**config.mk**
```make
export PLATFORM = sky130hd
export DESIGN_NAME = sdo_regs
export DESIGN_NICKNAME = d
export VERILOG_FILES = /design/src/design/sdo_pkg.sv /design/src/design/sdo_out_path.sv /design/src/design/sdo_regs.sv /design/src/design/sdo_seed_acc.sv
export VERILOG_INCLUDE_DIRS = /design/src /design/src/design
export SDC_FILE = /design/constraint.sdc
export NUM_CORES = 1
export LEC_CHECK = 0
export BUFFER_PORTS_ARGS = -buffer_cell sky130_fd_sc_hd__buf_2
export CAP_MARGIN = 20
export CORE_UTILIZATION = 32
export CTS_CLUSTER_SIZE = 10
export DETAILED_ROUTE_END_ITERATION = 16
export PLACE_DENSITY = 0.59
export SETUP_SLACK_MARGIN = 0.1
export SLEW_MARGIN = 20
export SYNTH_ARGS = -nofsm -noshare
export SYNTH_HDL_FRONTEND = slang
export SYNTH_SLANG_ARGS = --single-unit
export TNS_END_PERCENT = 10
```
**constraint.sdc**
```tcl
create_clock -name clk_i -period 14.7 [get_ports clk_i]
set_input_delay 2.205 -clock clk_i [delete_from_list [all_inputs] [get_ports clk_i]]
set_output_delay 2.205 -clock clk_i [all_outputs]
set_load 0.02 [all_outputs]
```
**src/design/sdo_consts.svh**
```systemverilog
// Constants of the synthesizer divider and output register bank:
// register indices, field slices, reset values and fixed bit images.
// Assumes it is included by its bare name wherever it is needed.
`ifndef SDO_CONSTS_SVH
`define SDO_CONSTS_SVH

// Register indices; the byte address is four times the index
`define SDO_IDX_FBDIV_HI 6'h22
`define SDO_IDX_FBDIV_LO 6'h24
`define SDO_IDX_SEED_PFD 6'h25
`define SDO_IDX_DEN_HI 6'h26
`define SDO_IDX_DEN_LO 6'h27
`define SDO_IDX_SEED_HI 6'h28
`define SDO_IDX_SEED_LO 6'h29
`define SDO_IDX_NUM_HI 6'h2a
`define SDO_IDX_NUM_LO 6'h2b
`define SDO_IDX_OUTA_MOD 6'h2c
`define SDO_IDX_OUTA_SEL 6'h2d
`define SDO_IDX_OUTB_SEL 6'h2e
`define SDO_IDX_STATUS 6'h30
`define SDO_IDX_ACC_HI 6'h31
`define SDO_IDX_ACC_LO 6'h32
`define SDO_IDX_PIN_CFG 6'h3a

// Field slices within their 16-bit register
`define SDO_F_FBDIV_HI 2:0
`define SDO_F_SEED_EN 15
`define SDO_F_PFD 13:8
`define SDO_F_OUTPUT_A_POWER 13:8
`define SDO_F_OUTPUT_B_POWERDOWN 7
`define SDO_F_OUTPUT_A_POWERDOWN 6
`define SDO_F_MOD_RSTN 5
`define SDO_F_MOD_ORDER 2:0
`define SDO_F_OUTPUT_A_SOURCE_SELECT 12:11
`define SDO_F_ISET 10:9
`define SDO_F_OUTPUT_B_POWER 5:0
`define SDO_F_OUTPUT_B_SOURCE_SELECT 1:0
`define SDO_F_PIN_IGN 15
`define SDO_F_PIN_HYST 14
`define SDO_F_PIN_LVL 13:12
`define SDO_F_PIN_FMT 11:9

// Reset values
`define SDO_RST_FBDIV 19'h0_0064
`define SDO_RST_PFD 6'h02
`define SDO_RST_DEN 32'hFFFF_FFFF
`define SDO_RST_NUM 32'h0000_0000
`define SDO_RST_SEED 32'h0000_0000
`define SDO_RST_PWR 6'h1F
`define SDO_RST_MUX 2'h1
`define SDO_RST_ISET 2'h0
`define SDO_RST_ORDER 3'h0
`define SDO_RST_PIN_LVL 2'h0
`define SDO_RST_PIN_FMT 3'h0

// Fixed bit images, ORed into the read value
`define SDO_FIX_SEED_PFD 16'h0004
`define SDO_FIX_OUTA_SEL 16'h80C0
`define SDO_FIX_OUTB_SEL 16'h07FC
`define SDO_FIX_PIN_CFG 16'h0001

// Limits of legal codes
`define SDO_ORDER_MAX 3'h4
`define SDO_FMT_MAX 3'h3
`define SDO_LVL_BAD 2'h3

`endif

```
**src/design/sdo_pkg.sv**
```systemverilog
// Types shared by the synthesizer register bank modules.
// Assumes nothing of its surroundings.
package sdo_pkg;

	typedef enum logic [1:0] {
		SDO_SRC_CHDIV = 2'h0,
		SDO_SRC_VCO = 2'h1,
		SDO_SRC_ALT = 2'h2,
		SDO_SRC_HIZ = 2'h3
	} sdo_source_type;

	typedef enum logic [2:0] {
		SDO_ORD_INTEGER = 3'h0,
		SDO_ORD_FIRST = 3'h1,
		SDO_ORD_SECOND = 3'h2,
		SDO_ORD_THIRD = 3'h3,
		SDO_ORD_FOURTH = 3'h4
	} sdo_order_type;

	// Byte-lane merge of a 16-bit register image
	function automatic logic [15:0] sdo_merge16(input logic [15:0] cur,
		input logic [15:0] nw, input logic [1:0] sel);
		sdo_merge16 = {sel[1] ? nw[15:8] : cur[15:8],
			sel[0] ? nw[7:0] : cur[7:0]};
	endfunction

endpackage

```
**src/design/sdo_out_path.sv**
```systemverilog
// One RF output path: resolves source select and power-down.
// Assumes the alternate-source enable comes from elsewhere in the chip.
`timescale 1ns/1ps
`default_nettype none
module sdo_out_path (
	input wire logic clk_i,
	input wire logic rst_i,
	input wire logic [1:0] select_i,
	input wire logic powerdown_i,
	input wire logic alt_enable_i,
	output sdo_pkg::sdo_source_type source_o,
	output logic active_o
);
	import sdo_pkg::*;

	wire sdo_source_type sel_src;
	wire alt_ok;
	wire next_active;

	assign sel_src = sdo_source_type'(select_i);
	// Alternate source is dead unless its generator is enabled
	assign alt_ok = (sel_src != SDO_SRC_ALT) | alt_enable_i;
	assign next_active = ~powerdown_i & (sel_src != SDO_SRC_HIZ) & alt_ok;

	always_ff @(posedge clk_i) begin
		if (rst_i) begin
			source_o <= SDO_SRC_VCO;
			active_o <= 1'b0;
		end else begin
			source_o <= sel_src;
			active_o <= next_active;
		end
	end
endmodule // sdo_out_path
`default_nettype wire

```
**src/design/sdo_regs.sv**
```systemverilog
// Configuration register bank of a fractional-N synthesizer: feedback
// divider, fraction, modulator and RF output controls.
// Assumes a classic Wishbone master on clk_i, 32-bit data, 16-bit regs.
`timescale 1ns/1ps
`default_nettype none
`include "sdo_consts.svh"
module sdo_regs (
	input wire logic clk_i,
	input wire logic rst_i,
	input wire logic cyc_i,
	input wire logic stb_i,
	input wire logic we_i,
	input wire logic [7:0] adr_i,
	input wire logic [3:0] sel_i,
	input wire logic [31:0] dat_i,
	output logic [31:0] dat_o,
	output logic ack_o,
	input wire logic doubler_enable_i,
	input wire logic sysref_generator_enable_i,
	input wire logic phase_sync_mode_i,
	output logic [18:0] feedback_divider_o,
	output logic [5:0] phase_detector_delay_select_o,
	output logic [31:0] fraction_numerator_o,
	output logic [31:0] fraction_denominator_o,
	output logic [31:0] applied_seed_o,
	output logic modulator_run_o,
	output sdo_pkg::sdo_order_type modulator_order_o,
	output logic [5:0] output_a_power_o,
	output logic [5:0] output_b_power_o,
	output logic [1:0] output_current_boost_o,
	output sdo_pkg::sdo_source_type output_a_source_o,
	output sdo_pkg::sdo_source_type output_b_source_o,
	output logic output_a_active_o,
	output logic output_b_active_o,
	output logic sync_pins_enable_o,
	output logic input_high_hysteresis_o,
	output logic [1:0] lvds_bias_level_o,
	output logic [2:0] input_pin_format_o
);
	import sdo_pkg::*;

	logic [2:0] feedback_divider_high;
	logic [15:0] feedback_divider_low;
	logic seed_apply_enable;
	logic [5:0] phase_detector_delay_select;
	logic [31:0] fraction_denominator;
	logic [31:0] fraction_numerator;
	logic [31:0] modulator_seed;
	logic [5:0] output_a_power;
	logic output_b_powerdown;
	logic output_a_powerdown;
	logic modulator_reset_low;
	logic [2:0] modulator_order;
	logic [1:0] output_a_source_select;
	logic [1:0] output_current_boost;
	logic [5:0] output_b_power;
	logic [1:0] output_b_source_select;
	logic pin_ignore;
	logic input_high_hysteresis;
	logic [1:0] lvds_bias_level;
	logic [2:0] input_pin_format;
	logic [31:0] seed_acc;

	// Bus decode
	wire [5:0] idx;
	wire access;
	wire wr;
	wire [15:0] wr_data;
	wire [15:0] rd_word;
	wire hit_fb_hi, hit_fb_lo, hit_seed_pfd, hit_den_hi, hit_den_lo;
	wire hit_seed_hi, hit_seed_lo, hit_num_hi, hit_num_lo;
	wire hit_outa_mod, hit_outa_sel, hit_outb_sel, hit_pin;
	wire hit_status, hit_acc_hi, hit_acc_lo;
	wire [15:0] img_fb_hi, img_fb_lo, img_seed_pfd, img_outa_mod;
	wire [15:0] img_outa_sel, img_outb_sel, img_pin, img_status;
	wire order_reserved;
	wire fmt_invalid;
	wire lvl_invalid;
	wire seed_add;
	wire [31:0] seed_add_value;

	assign idx = adr_i[7:2];
	// One-cycle ack; masking access while ack_o is high stops a double hit
	assign access = cyc_i & stb_i & ~ack_o;
	assign wr = access & we_i;

	assign hit_fb_hi = idx == `SDO_IDX_FBDIV_HI;
	assign hit_fb_lo = idx == `SDO_IDX_FBDIV_LO;
	assign hit_seed_pfd = idx == `SDO_IDX_SEED_PFD;
	assign hit_den_hi = idx == `SDO_IDX_DEN_HI;
	assign hit_den_lo = idx == `SDO_IDX_DEN_LO;
	assign hit_seed_hi = idx == `SDO_IDX_SEED_HI;
	assign hit_seed_lo = idx == `SDO_IDX_SEED_LO;
	assign hit_num_hi = idx == `SDO_IDX_NUM_HI;
	assign hit_num_lo = idx == `SDO_IDX_NUM_LO;
	assign hit_outa_mod = idx == `SDO_IDX_OUTA_MOD;
	assign hit_outa_sel = idx == `SDO_IDX_OUTA_SEL;
	assign hit_outb_sel = idx == `SDO_IDX_OUTB_SEL;
	assign hit_pin = idx == `SDO_IDX_PIN_CFG;
	assign hit_status = idx == `SDO_IDX_STATUS;
	assign hit_acc_hi = idx == `SDO_IDX_ACC_HI;
	assign hit_acc_lo = idx == `SDO_IDX_ACC_LO;

	assign img_fb_hi = {13'h0000, feedback_divider_high};
	assign img_fb_lo = feedback_divider_low;
	assign img_seed_pfd = {seed_apply_enable, 1'b0,
		phase_detector_delay_select, 8'h00} | `SDO_FIX_SEED_PFD;
	assign img_outa_mod = {2'h0, output_a_power, output_b_powerdown,
		output_a_powerdown, modulator_reset_low, 2'h0, modulator_order};
	assign img_outa_sel = {3'h0, output_a_source_select,
		output_current_boost, 3'h0, output_b_power} | `SDO_FIX_OUTA_SEL;
	assign img_outb_sel = {14'h0000, output_b_source_select}
		| `SDO_FIX_OUTB_SEL;
	assign img_pin = {pin_ignore, input_high_hysteresis, lvds_bias_level,
		input_pin_format, 9'h000} | `SDO_FIX_PIN_CFG;
	assign img_status = {9'h000, ~pin_ignore, lvl_invalid, fmt_invalid,
		output_b_active_o, output_a_active_o, order_reserved,
		modulator_reset_low};

	// Unmapped indices read as zero
	assign rd_word = ({16{hit_fb_hi}} & img_fb_hi)
		| ({16{hit_fb_lo}} & img_fb_lo)
		| ({16{hit_seed_pfd}} & img_seed_pfd)
		| ({16{hit_den_hi}} & fraction_denominator[31:16])
		| ({16{hit_den_lo}} & fraction_denominator[15:0])
		| ({16{hit_seed_hi}} & modulator_seed[31:16])
		| ({16{hit_seed_lo}} & modulator_seed[15:0])
		| ({16{hit_num_hi}} & fraction_numerator[31:16])
		| ({16{hit_num_lo}} & fraction_numerator[15:0])
		| ({16{hit_outa_mod}} & img_outa_mod)
		| ({16{hit_outa_sel}} & img_outa_sel)
		| ({16{hit_outb_sel}} & img_outb_sel)
		| ({16{hit_pin}} & img_pin)
		| ({16{hit_status}} & img_status)
		| ({16{hit_acc_hi}} & seed_acc[31:16])
		| ({16{hit_acc_lo}} & seed_acc[15:0]);

	// Byte lanes 2 and 3 carry nothing; the upper half is ignored
	assign wr_data = sdo_merge16(rd_word, dat_i[15:0], sel_i[1:0]);

	always_ff @(posedge clk_i) begin
		if (rst_i) begin
			ack_o <= 1'b0;
			dat_o <= 32'h0000_0000;
		end else begin
			ack_o <= access;
			dat_o <= access ? {16'h0000, rd_word} : 32'h0000_0000;
		end
	end

	always_ff @(posedge clk_i) begin
		if (rst_i) begin
			feedback_divider_high <= 3'(`SDO_RST_FBDIV >> 16);
			feedback_divider_low <= 16'(`SDO_RST_FBDIV);
		end else if (wr & hit_fb_hi) begin
			feedback_divider_high <= wr_data[`SDO_F_FBDIV_HI];
		end else if (wr & hit_fb_lo) begin
			feedback_divider_low <= wr_data;
		end
	end

	// seed enable, plus the delay select
	always_ff @(posedge clk_i) begin
		if (rst_i) begin
			seed_apply_enable <= 1'b0;
			phase_detector_delay_select <= `SDO_RST_PFD;
		end else if (wr & hit_seed_pfd) begin
			seed_apply_enable <= wr_data[`SDO_F_SEED_EN];
			phase_detector_delay_select <= wr_data[`SDO_F_PFD];
		end
	end

	always_ff @(posedge clk_i) begin
		if (rst_i) begin
			fraction_denominator <= `SDO_RST_DEN;
		end else if (wr & hit_den_hi) begin
			fraction_denominator[31:16] <= wr_data;
		end else if (wr & hit_den_lo) begin
			fraction_denominator[15:0] <= wr_data;
		end
	end

	always_ff @(posedge clk_i) begin
		if (rst_i) begin
			fraction_numerator <= `SDO_RST_NUM;
		end else if (wr & hit_num_hi) begin
			fraction_numerator[31:16] <= wr_data;
		end else if (wr & hit_num_lo) begin
			fraction_numerator[15:0] <= wr_data;
		end
	end

	always_ff @(posedge clk_i) begin
		if (rst_i) begin
			modulator_seed <= `SDO_RST_SEED;
		end else if (wr & hit_seed_hi) begin
			modulator_seed[31:16] <= wr_data;
		end else if (wr & hit_seed_lo) begin
			modulator_seed[15:0] <= wr_data;
		end
	end

	assign seed_add = wr & hit_seed_lo;
	assign seed_add_value = {modulator_seed[31:16], wr_data};

	sdo_seed_acc u_seed_acc (
		.clk_i(clk_i),
		.rst_i(rst_i),
		.clear_i(~modulator_reset_low),
		.add_i(seed_add),
		.add_value_i(seed_add_value),
		.acc_o(seed_acc)
	);

	// output A power, both output power-downs and modulator control
	always_ff @(posedge clk_i) begin
		if (rst_i) begin
			output_a_power <= `SDO_RST_PWR;
			output_b_powerdown <= 1'b1;
			output_a_powerdown <= 1'b0;
			modulator_reset_low <= 1'b1;
			modulator_order <= `SDO_RST_ORDER;
		end else if (wr & hit_outa_mod) begin
			output_a_power <= wr_data[`SDO_F_OUTPUT_A_POWER];
			output_b_powerdown <= wr_data[`SDO_F_OUTPUT_B_POWERDOWN];
			output_a_powerdown <= wr_data[`SDO_F_OUTPUT_A_POWERDOWN];
			modulator_reset_low <= wr_data[`SDO_F_MOD_RSTN];
			modulator_order <= wr_data[`SDO_F_MOD_ORDER];
		end
	end

	// output A select, boost, output B power
	always_ff @(posedge clk_i) begin
		if (rst_i) begin
			output_a_source_select <= `SDO_RST_MUX;
			output_current_boost <= `SDO_RST_ISET;
			output_b_power <= `SDO_RST_PWR;
		end else if (wr & hit_outa_sel) begin
			output_a_source_select <= wr_data[`SDO_F_OUTPUT_A_SOURCE_SELECT];
			output_current_boost <= wr_data[`SDO_F_ISET];
			output_b_power <= wr_data[`SDO_F_OUTPUT_B_POWER];
		end
	end

	always_ff @(posedge clk_i) begin
		if (rst_i) begin
			output_b_source_select <= `SDO_RST_MUX;
		end else if (wr & hit_outb_sel) begin
			output_b_source_select <= wr_data[`SDO_F_OUTPUT_B_SOURCE_SELECT];
		end
	end

	always_ff @(posedge clk_i) begin
		if (rst_i) begin
			pin_ignore <= 1'b1;
			input_high_hysteresis <= 1'b0;
			lvds_bias_level <= `SDO_RST_PIN_LVL;
			input_pin_format <= `SDO_RST_PIN_FMT;
		end else if (wr & hit_pin) begin
			pin_ignore <= wr_data[`SDO_F_PIN_IGN];
			input_high_hysteresis <= wr_data[`SDO_F_PIN_HYST];
			lvds_bias_level <= wr_data[`SDO_F_PIN_LVL];
			input_pin_format <= wr_data[`SDO_F_PIN_FMT];
		end
	end

	assign order_reserved = modulator_order > `SDO_ORDER_MAX;
	assign fmt_invalid = input_pin_format > `SDO_FMT_MAX;
	assign lvl_invalid = lvds_bias_level == `SDO_LVL_BAD;

	sdo_out_path u_out_a (
		.clk_i(clk_i),
		.rst_i(rst_i),
		.select_i(output_a_source_select),
		.powerdown_i(output_a_powerdown),
		.alt_enable_i(doubler_enable_i),
		.source_o(output_a_source_o),
		.active_o(output_a_active_o)
	);

	sdo_out_path u_out_b (
		.clk_i(clk_i),
		.rst_i(rst_i),
		.select_i(output_b_source_select),
		.powerdown_i(output_b_powerdown),
		.alt_enable_i(sysref_generator_enable_i),
		.source_o(output_b_source_o),
		.active_o(output_b_active_o)
	);

	// Registered view of the effective settings for the analog side
	always_ff @(posedge clk_i) begin
		if (rst_i) begin
			applied_seed_o <= `SDO_RST_SEED;
			modulator_run_o <= 1'b1;
			modulator_order_o <= SDO_ORD_INTEGER;
			sync_pins_enable_o <= 1'b0;
		end else begin
			applied_seed_o <= seed_apply_enable ? seed_acc : `SDO_RST_SEED;
			modulator_run_o <= modulator_reset_low;
			modulator_order_o <= (modulator_reset_low & ~order_reserved)
				? sdo_order_type'(modulator_order) : SDO_ORD_INTEGER;
			sync_pins_enable_o <= ~pin_ignore & phase_sync_mode_i
				& ~fmt_invalid & ~lvl_invalid;
		end
	end

	always_ff @(posedge clk_i) begin
		if (rst_i) begin
			feedback_divider_o <= `SDO_RST_FBDIV;
			phase_detector_delay_select_o <= `SDO_RST_PFD;
			fraction_numerator_o <= `SDO_RST_NUM;
			fraction_denominator_o <= `SDO_RST_DEN;
		end else begin
			feedback_divider_o <= {feedback_divider_high,
				feedback_divider_low};
			phase_detector_delay_select_o <= phase_detector_delay_select;
			fraction_numerator_o <= modulator_reset_low
				? fraction_numerator : `SDO_RST_NUM;
			fraction_denominator_o <= fraction_denominator;
		end
	end

	always_ff @(posedge clk_i) begin
		if (rst_i) begin
			output_a_power_o <= `SDO_RST_PWR;
			output_b_power_o <= `SDO_RST_PWR;
			output_current_boost_o <= `SDO_RST_ISET;
			input_high_hysteresis_o <= 1'b0;
			lvds_bias_level_o <= `SDO_RST_PIN_LVL;
			input_pin_format_o <= `SDO_RST_PIN_FMT;
		end else begin
			output_a_power_o <= output_a_power;
			output_b_power_o <= output_b_power;
			output_current_boost_o <= output_current_boost;
			input_high_hysteresis_o <= input_high_hysteresis;
			lvds_bias_level_o <= lvds_bias_level;
			input_pin_format_o <= input_pin_format;
		end
	end
endmodule // sdo_regs
`default_nettype wire

```
**src/design/sdo_seed_acc.sv**
```systemverilog
// Accumulating modulator seed.
// Assumes add strobes are one-cycle pulses in the clk_i domain.
`timescale 1ns/1ps
`default_nettype none
`include "sdo_consts.svh"
module sdo_seed_acc (
	input wire logic clk_i,
	input wire logic rst_i,
	input wire logic clear_i,
	input wire logic add_i,
	input wire logic [31:0] add_value_i,
	output logic [31:0] acc_o
);
	import sdo_pkg::*;

	wire [31:0] next_acc;

	assign next_acc = acc_o + add_value_i;

	always_ff @(posedge clk_i) begin
		if (rst_i) begin
			acc_o <= `SDO_RST_SEED;
		end else if (clear_i) begin
			acc_o <= `SDO_RST_SEED;
		end else if (add_i) begin
			acc_o <= next_acc;
		end
	end
endmodule // sdo_seed_acc
`default_nettype wire

```
==> After elaboration in Yosys (flattened, before gate mapping) <==
Cells that the tools add are included.
W data, S select, Z words.
{ "op_classes": {"n_addsub": 1, "magnitude_cmp": 2, "n_eq_ne": 21, "muxes": 2, "bitwise_logic": 72, "n_reduce_logical": 8} }
{ "op_table": {"columns": ["operator", "n"], "rows": [
  ["$or A16 B16 Y16", 15],
  ["$and A16 B16 Y16", 12],
  ["$eq A6 B6 Y1 const B", 16],
  ["$add A32 B32 Y32", 1],
  ["$and A1 B1 Y1", 24],
  ["$and A16 B11 Y16", 1],
  ["$and A16 B14 Y16", 1],
  ["$and A16 B3 Y16", 1],
  ["$and A16 B7 Y16", 1],
  ["$mux W8", 2],
  ["$not A1 Y1", 15],
  ["$ne A2 B2 Y1 const B", 4],
  ["$reduce_and A2 Y1", 4],
  ["$reduce_or A2 Y1", 4],
  ["$gt A3 B2 Y1 const B", 1],
  ["$gt A3 B3 Y1 const B", 1],
  ["$eq A2 B2 Y1 const B", 1],
  ["$or A1 B1 Y1", 2]
]} }
{ "word_totals": {"regBits": 370, "inputBits": 52, "output_inout_bits": 185} }

==> Depth between registers and ports, before layout <==
{ "depth": {"ltp_word": 19, "depth_mapped": 22} }

==> Modules after synthesis <==
Synthesis repeated with hierarchy kept, for this count alone.
{ "hier_totals": {"cells_unflattened": 1586, "hier_area_um2": 15077.0} }
{ "modules_own_cells": {"columns": ["module", "n_inst", "cells_per_inst", "area_each_um2"], "rows": [
  ["sdo_regs", 1, 1195, 11875.1],
  ["sdo_seed_acc", 1, 377, 3019.1],
  ["sdo_out_path", 2, 7, 91.3]
]} }

==> Least setup slack after synthesis <==
No wires, ideal clock.
{ "synth_path": {"path_kind": "input to register", "from": "in adr_i[2]", "to": "reg u_seed_acc.acc_o[28]", "setup_ns": 0.117, "arrival_ns": 6.011, "slack_ns": 8.572, "path_stages": 22, "cell_sequence": "buf_2 > mux2i_1 > nor2_1 > a21oi_1 > nor2_1 > a211oi_1 > nand4_1 > a211oi_1 > a21oi_1 > buf_2 > ha_1 > fa_1 > a21o_1 > a21oi_2 > o221ai_1 > a21oi_1 > o21ai_1 > a31oi_1 > o21ai_2 > a41oi_1 > xor2_1 > o21ai_1"} }
{ "synth_between": {"elab_chain_len": 19, "word_cells_on_any_way": 51} }
{ "synth_lines": {"columns": ["element", "line", "text"], "rows": [
  ["from (decl)", "sdo_regs.sv:13", "input wire logic [7:0] adr_i,"],
  ["$eq A6 B6 Y1 (no source line)", null, null],
  ["$and A16 B3 Y16 / $and A16 B16 Y16 (equally long branches)", "sdo_regs.sv:121, sdo_regs.sv:122", null],
  ["$or A16 B16 Y16", "sdo_regs.sv:122", "| ({16{hit_fb_lo}} & img_fb_lo)"],
  ["$or A16 B16 Y16", "sdo_regs.sv:123", "| ({16{hit_seed_pfd}} & img_seed_pfd)"],
  ["$or A16 B16 Y16", "sdo_regs.sv:124", "| ({16{hit_den_hi}} & fraction_denominator[31:16])"],
  ["$or A16 B16 Y16", "sdo_regs.sv:125", "| ({16{hit_den_lo}} & fraction_denominator[15:0])"],
  ["$or A16 B16 Y16", "sdo_regs.sv:126", "| ({16{hit_seed_hi}} & modulator_seed[31:16])"],
  ["$or A16 B16 Y16", "sdo_regs.sv:127", "| ({16{hit_seed_lo}} & modulator_seed[15:0])"],
  ["(+4 left out)", null, null],
  ["$or A16 B16 Y16", "sdo_regs.sv:132", "| ({16{hit_outb_sel}} & img_outb_sel)"],
  ["$or A16 B16 Y16", "sdo_regs.sv:133", "| ({16{hit_pin}} & img_pin)"],
  ["$or A16 B16 Y16", "sdo_regs.sv:134", "| ({16{hit_status}} & img_status)"],
  ["$or A16 B16 Y16", "sdo_regs.sv:135", "| ({16{hit_acc_hi}} & seed_acc[31:16])"],
  ["$or A16 B16 Y16 *", "sdo_regs.sv:136", "| ({16{hit_acc_lo}} & seed_acc[15:0]);"],
  ["$mux W8 *", "sdo_pkg.sv:24", "sel[0] ? nw[7:0] : cur[7:0]};"],
  ["named net seed_add_value[0]", "sdo_regs.sv:80", "wire [31:0] seed_add_value;"],
  ["$add A32 B32 Y32 *", "sdo_seed_acc.sv:18", "assign next_acc = acc_o + add_value_i;"],
  ["to (signal assigned)", "sdo_seed_acc.sv:22", "acc_o <= `SDO_RST_SEED;"],
  ["to (signal assigned)", "sdo_seed_acc.sv:24", "acc_o <= `SDO_RST_SEED;"],
  ["to (signal assigned)", "sdo_seed_acc.sv:26", "acc_o <= next_acc;"],
  ["to (decl)", "sdo_seed_acc.sv:12", "output logic [31:0] acc_o"]
]} }
The timed path passes the listed nets; every way through them passes the cells marked *.
A chain may end at the register's enable or synchronous reset.

==> Worst setup path after layout <==
{ "layout_path": {"from": "in adr_i[2]", "to": "reg u_seed_acc.acc_o[28]"} }
{ "layout_between": {"elab_chain_len": 19, "word_cells_on_any_way": 51} }
{ "layout_lines": {"columns": ["element", "line", "text"], "rows": [
  ["$eq A6 B6 Y1 (no source line)", null, null],
  ["$and A16 B3 Y16 / $and A16 B16 Y16 (equally long branches)", "sdo_regs.sv:121, sdo_regs.sv:122", null],
  ["$or A16 B16 Y16", "sdo_regs.sv:122", null],
  ["$or A16 B16 Y16", "sdo_regs.sv:123", null],
  ["$or A16 B16 Y16", "sdo_regs.sv:124", null],
  ["$or A16 B16 Y16", "sdo_regs.sv:125", null],
  ["$or A16 B16 Y16", "sdo_regs.sv:126", null],
  ["$or A16 B16 Y16", "sdo_regs.sv:127", null],
  ["(+3 left out)", null, null],
  ["$or A16 B16 Y16", "sdo_regs.sv:131", "| ({16{hit_outa_sel}} & img_outa_sel)"],
  ["$or A16 B16 Y16", "sdo_regs.sv:132", null],
  ["$or A16 B16 Y16", "sdo_regs.sv:133", null],
  ["$or A16 B16 Y16", "sdo_regs.sv:134", null],
  ["$or A16 B16 Y16", "sdo_regs.sv:135", null],
  ["$or A16 B16 Y16", "sdo_regs.sv:136", null],
  ["$mux W8 (on tied branches)", "sdo_pkg.sv:24, sdo_pkg.sv:23", null],
  ["$add A32 B32 Y32", "sdo_seed_acc.sv:18", null]
]} }
Several ways; a longest one is shown, not always the timed one.

==> flow_summary.json <==
{
  "synth-seq-area-share_pct": 49.7,
  "synth_top_cell_by_area": "dfxtp_1",
  "crit_fanout": 23,
  "grt_pass1_vias": 11513,
  "slew-limit-headroom_pct": 27.6,
  "grt_max_degree": 88,
  "rsz0062_at_grt": "false",
  "cts_tree": "yes",
  "crit_path_end_kind": "flip-flop",
  "worst_setup_path_start_kind": "input pin",
  "numCtsBuffers": 43,
  "status": "completed",
  "power_w": 0.00202,
  "finalClockSkew_ns": 0.0266,
  "start_util_pct": 32.3,
  "die_y_um": 213,
  "hold_viol": 0,
  "crit_chain": "buf_2 > mux2i_1 > nor2_1 > a21oi_1 > nor2_1 > a211oi_1 > nand4_1 > a211oi_1 > a21oi_2 > ha_1 > fa_1 > a21o_1 > a21oi_2 > o221ai_1 > a21oi_1 > o21ai_1 > a31oi_1 > o21ai_2 > a41oi_1 > xor2_1 > o21ai_1",
  "synth_area_leaders": "dfxtp_1 50%, a21oi_1 5.4%, nand2_1 4.9%, nor2_1 4.4%, and2_1 3.3%",
  "leakage_nw": 7.05,
  "htree_levels": 2,
  "fin_nets": 1823,
  "critPathMaxStageDelay_ns": 0.51,
  "dp_worst_setup_slack_ns": 7.20,
  "cts-root-buf": "clkbuf_16",
  "drive_above_1_share_pct": 21.6,
  "cts-resized-gates": 0,
  "io-pin-count": 237,
  "crit_type": "in -> reg",
  "row_count": 77,
  "numClockSinks": 354,
  "drt_first_pass_iters": 6,
  "dp_hpwl_mm": 35.2,
  "synth.avg_cell_area_um2": 9.08,
  "syn_area_mm2": 0.0143,
  "via_per_inst": 5.22,
  "drv_cap": 0,
  "synth-seq-cells": 354,
  "holdWs_ns": 0.455,
  "yosysTopAreaCellShare_pct": 49.7,
  "required_ns": 15.15,
  "track_usage_pct": 21.7,
  "drv_slew": 0,
  "portBuffers": 200,
  "tns_ns": 0,
  "die-area_mm2": 0.0454,
  "irDropWorstVdd_uv": 69.9,
  "clk_path_buf_depth": 3,
  "area_growth_pct": 19.1,
  "worst_path_max_delay_cell": "buf_2",
  "grt-ovfl-total": 0,
  "setup_violations": 0,
  "drc": 0,
  "cts-hold-fix-buffers": 0,
  "insertion_delay_ns": 0.58,
  "fmax_mhz": 142,
  "fp.coreArea_mm2": 0.0441,
  "yosysWarnings": 0,
  "cts.clk_slew.worst_paths_ns": 0.06,
  "ys.flop_type": "dfxtp_1",
  "grt_pass1_wl_mm": 72.9,
  "min_period_ns": 7.07,
  "synth_edf_count": 0,
  "fp.dieW_um": 213,
  "worst_slew_pin_slew_ns": 1.08,
  "async_flop_share_pct": 0,
  "synth_cell_types": 78,
  "postCtsSetupBuffers": 0,
  "drt_iter0_drc": 1262,
  "avgRoutedWirePerCell_um": 21.2,
  "finalWorstSetupSlack_ns": 7.63,
  "ant_nets": 0,
  "drt_wl_total_mm": 49.8,
  "synth_cells": 1572,
  "vias": 12236,
  "power_density_mw_per_mm2": 119,
  "globalplace.congestion": 0.906,
  "antenna_found_initial": 3,
  "worstHoldPathType": "reg -> reg",
  "period_share_pct": 48.1,
  "arrival_ns": 7.52
}
==> cells in the final DEF (no fill, tap or decap), types with 12 or more instances in the layout <==
cell type and n:
nor2b_1 38, a21o_1 21, or2_2 49, buf_2 199, dfxtp_1 354, conb_1 16
nor2_1 164, a22oi_1 45, a211o_1 50, o21ai_0 12, inv_1 18, ha_1 31
xnor2_1 14, buf_4 27, nand3_1 32, and3_1 30, a21oi_1 152, nand2_1 187
and2_1 74, clkbuf_16 44
==> state kept, by name, indices dropped and copies added (netlist names), 16 cells and up <==
name and count:
fraction_denominator_o 32, fraction_numerator 32, fraction_denominator 32, modulator_seed 32
dat_o 16, fraction_numerator_o 32, feedback_divider_low 16, applied_seed_o 32
feedback_divider_o 19, u_seed_acc.acc_o 32
==> per-stage QoR <==
| step | cell area (um2) | utilization, % | instances |
|---|---|---|---|
| 2_1_floorplan | 14300 | - | 1587 |
| 3_3_place_gp | 15700 | 35.7 | 2286 |
| 3_5_place_dp | 15800 | 35.7 | 2286 |
| 4_1_cts | 17000 | 38.5 | 2343 |
| 5_1_grt | 17000 | 38.5 | 2343 |
| 6_report | 17000 | 38.5 | 2346 |
==> worst max-delay path: cells and delay by family <==
kind                     cells  cell delay, ns
AO/OA/AOI/OAI               13            3.25
multiplexers                 1            0.26
AND/OR/NAND/NOR              3            0.34
buffers and inverters        1            0.51
adder cells (fa/ha/maj)      2            0.74
XOR/XNOR                     1            0.19
==> cells in the mapped netlist, types with 5 or more instances <==
| master | count |
|---|---|
| a211o_1 | 50 |
| a211oi_1 | 9 |
| a21o_1 | 21 |
| a21oi_1 | 153 |
| a21oi_2 | 5 |
| a221oi_1 | 9 |
| a222oi_1 | 11 |
| a22o_1 | 7 |
| a22oi_1 | 45 |
| a31oi_1 | 7 |
| and2_1 | 75 |
| and3_1 | 30 |
| buf_2 | 26 |
| buf_4 | 19 |
| clkbuf_1 | 71 |
| dfxtp_1 | 354 |
| ha_1 | 31 |
| inv_1 | 18 |
| mux2i_1 | 10 |
| nand2_1 | 187 |
| nand3_1 | 32 |
| nand4_1 | 10 |
| nor2_1 | 167 |
| nor2b_1 | 40 |
| o21ai_0 | 12 |
| o21ai_1 | 9 |
| or2_2 | 49 |
| xnor2_1 | 14 |
| xor2_1 | 11 |
==> cells by family after synthesis <==
logic type                 count (synthesis)  share of synthesized area, %
DFF                                      354                          49.7
buffers and inverters                    142                          4.46
and+or+nand+nor                          627                          21.7
AOI/OAI and AO/OA                        367                          17.5
muxes                                     24                          2.28
adders and majority gates                 32                          2.86
other                                      1                        0.0263
xor gates and xnor gates                  25                          1.53
==> where the power goes <==
part / switching [W] / internal, W / leakage, nW / total, W
Combinational: 0.0000658 / 0.0000213 / 3.59 / 0.0000871
Sequential: 0.00000117 / 0.000961 / 2.86 / 0.000963
Clock: 0.000404 / 0.000571 / 0.608 / 0.000975
==> metal layers <==
metal | share of wire, % | GRT usage, % | vias up
met2 | 44 | 33.8 | 602
li1 | - | - | 5716
met1 | 43 | 28.7 | 5798
met3 | 8.7 | 4.53 | 118
met5 | 0.022 | 0 | -
met4 | 4.3 | 9.66 | 2
==> worst paths after layout <==
path,endpoint,startpoint,cells past startpoint,slack [ns]
min,modulator_seed[11]$_SDFFE_PP0P_,modulator_seed[11]$_SDFFE_PP0P_,2,0.45
max,u_seed_acc.acc_o[28]$_SDFFE_PP0P_,adr_i[2],21,7.63
min reg2reg,modulator_seed[11]$_SDFFE_PP0P_,modulator_seed[11]$_SDFFE_PP0P_,2,0.45
max reg2reg,u_seed_acc.acc_o[28]$_SDFFE_PP0P_,modulator_order[0]$_SDFFE_PP0P_,20,9.56
==> area by class of cell <==
| type | count | area, um2 |
|---|---|---|
| Multi-Input combinational cell | 1091 | 6630 |
| Antenna cell | 3 | 7.51 |
| Inverter | 22 | 82.6 |
| Clock inverter | 6 | 72.6 |
| Sequential cell | 354 | 7090 |
| Timing Repair Buffer | 227 | 1210 |
| Clock buffer | 51 | 1170 |
| Tap cell | 592 | 741 |
| Fill cell | 4466 | 27100 |
No activity file was read; power rests on OpenSTA's default activity.
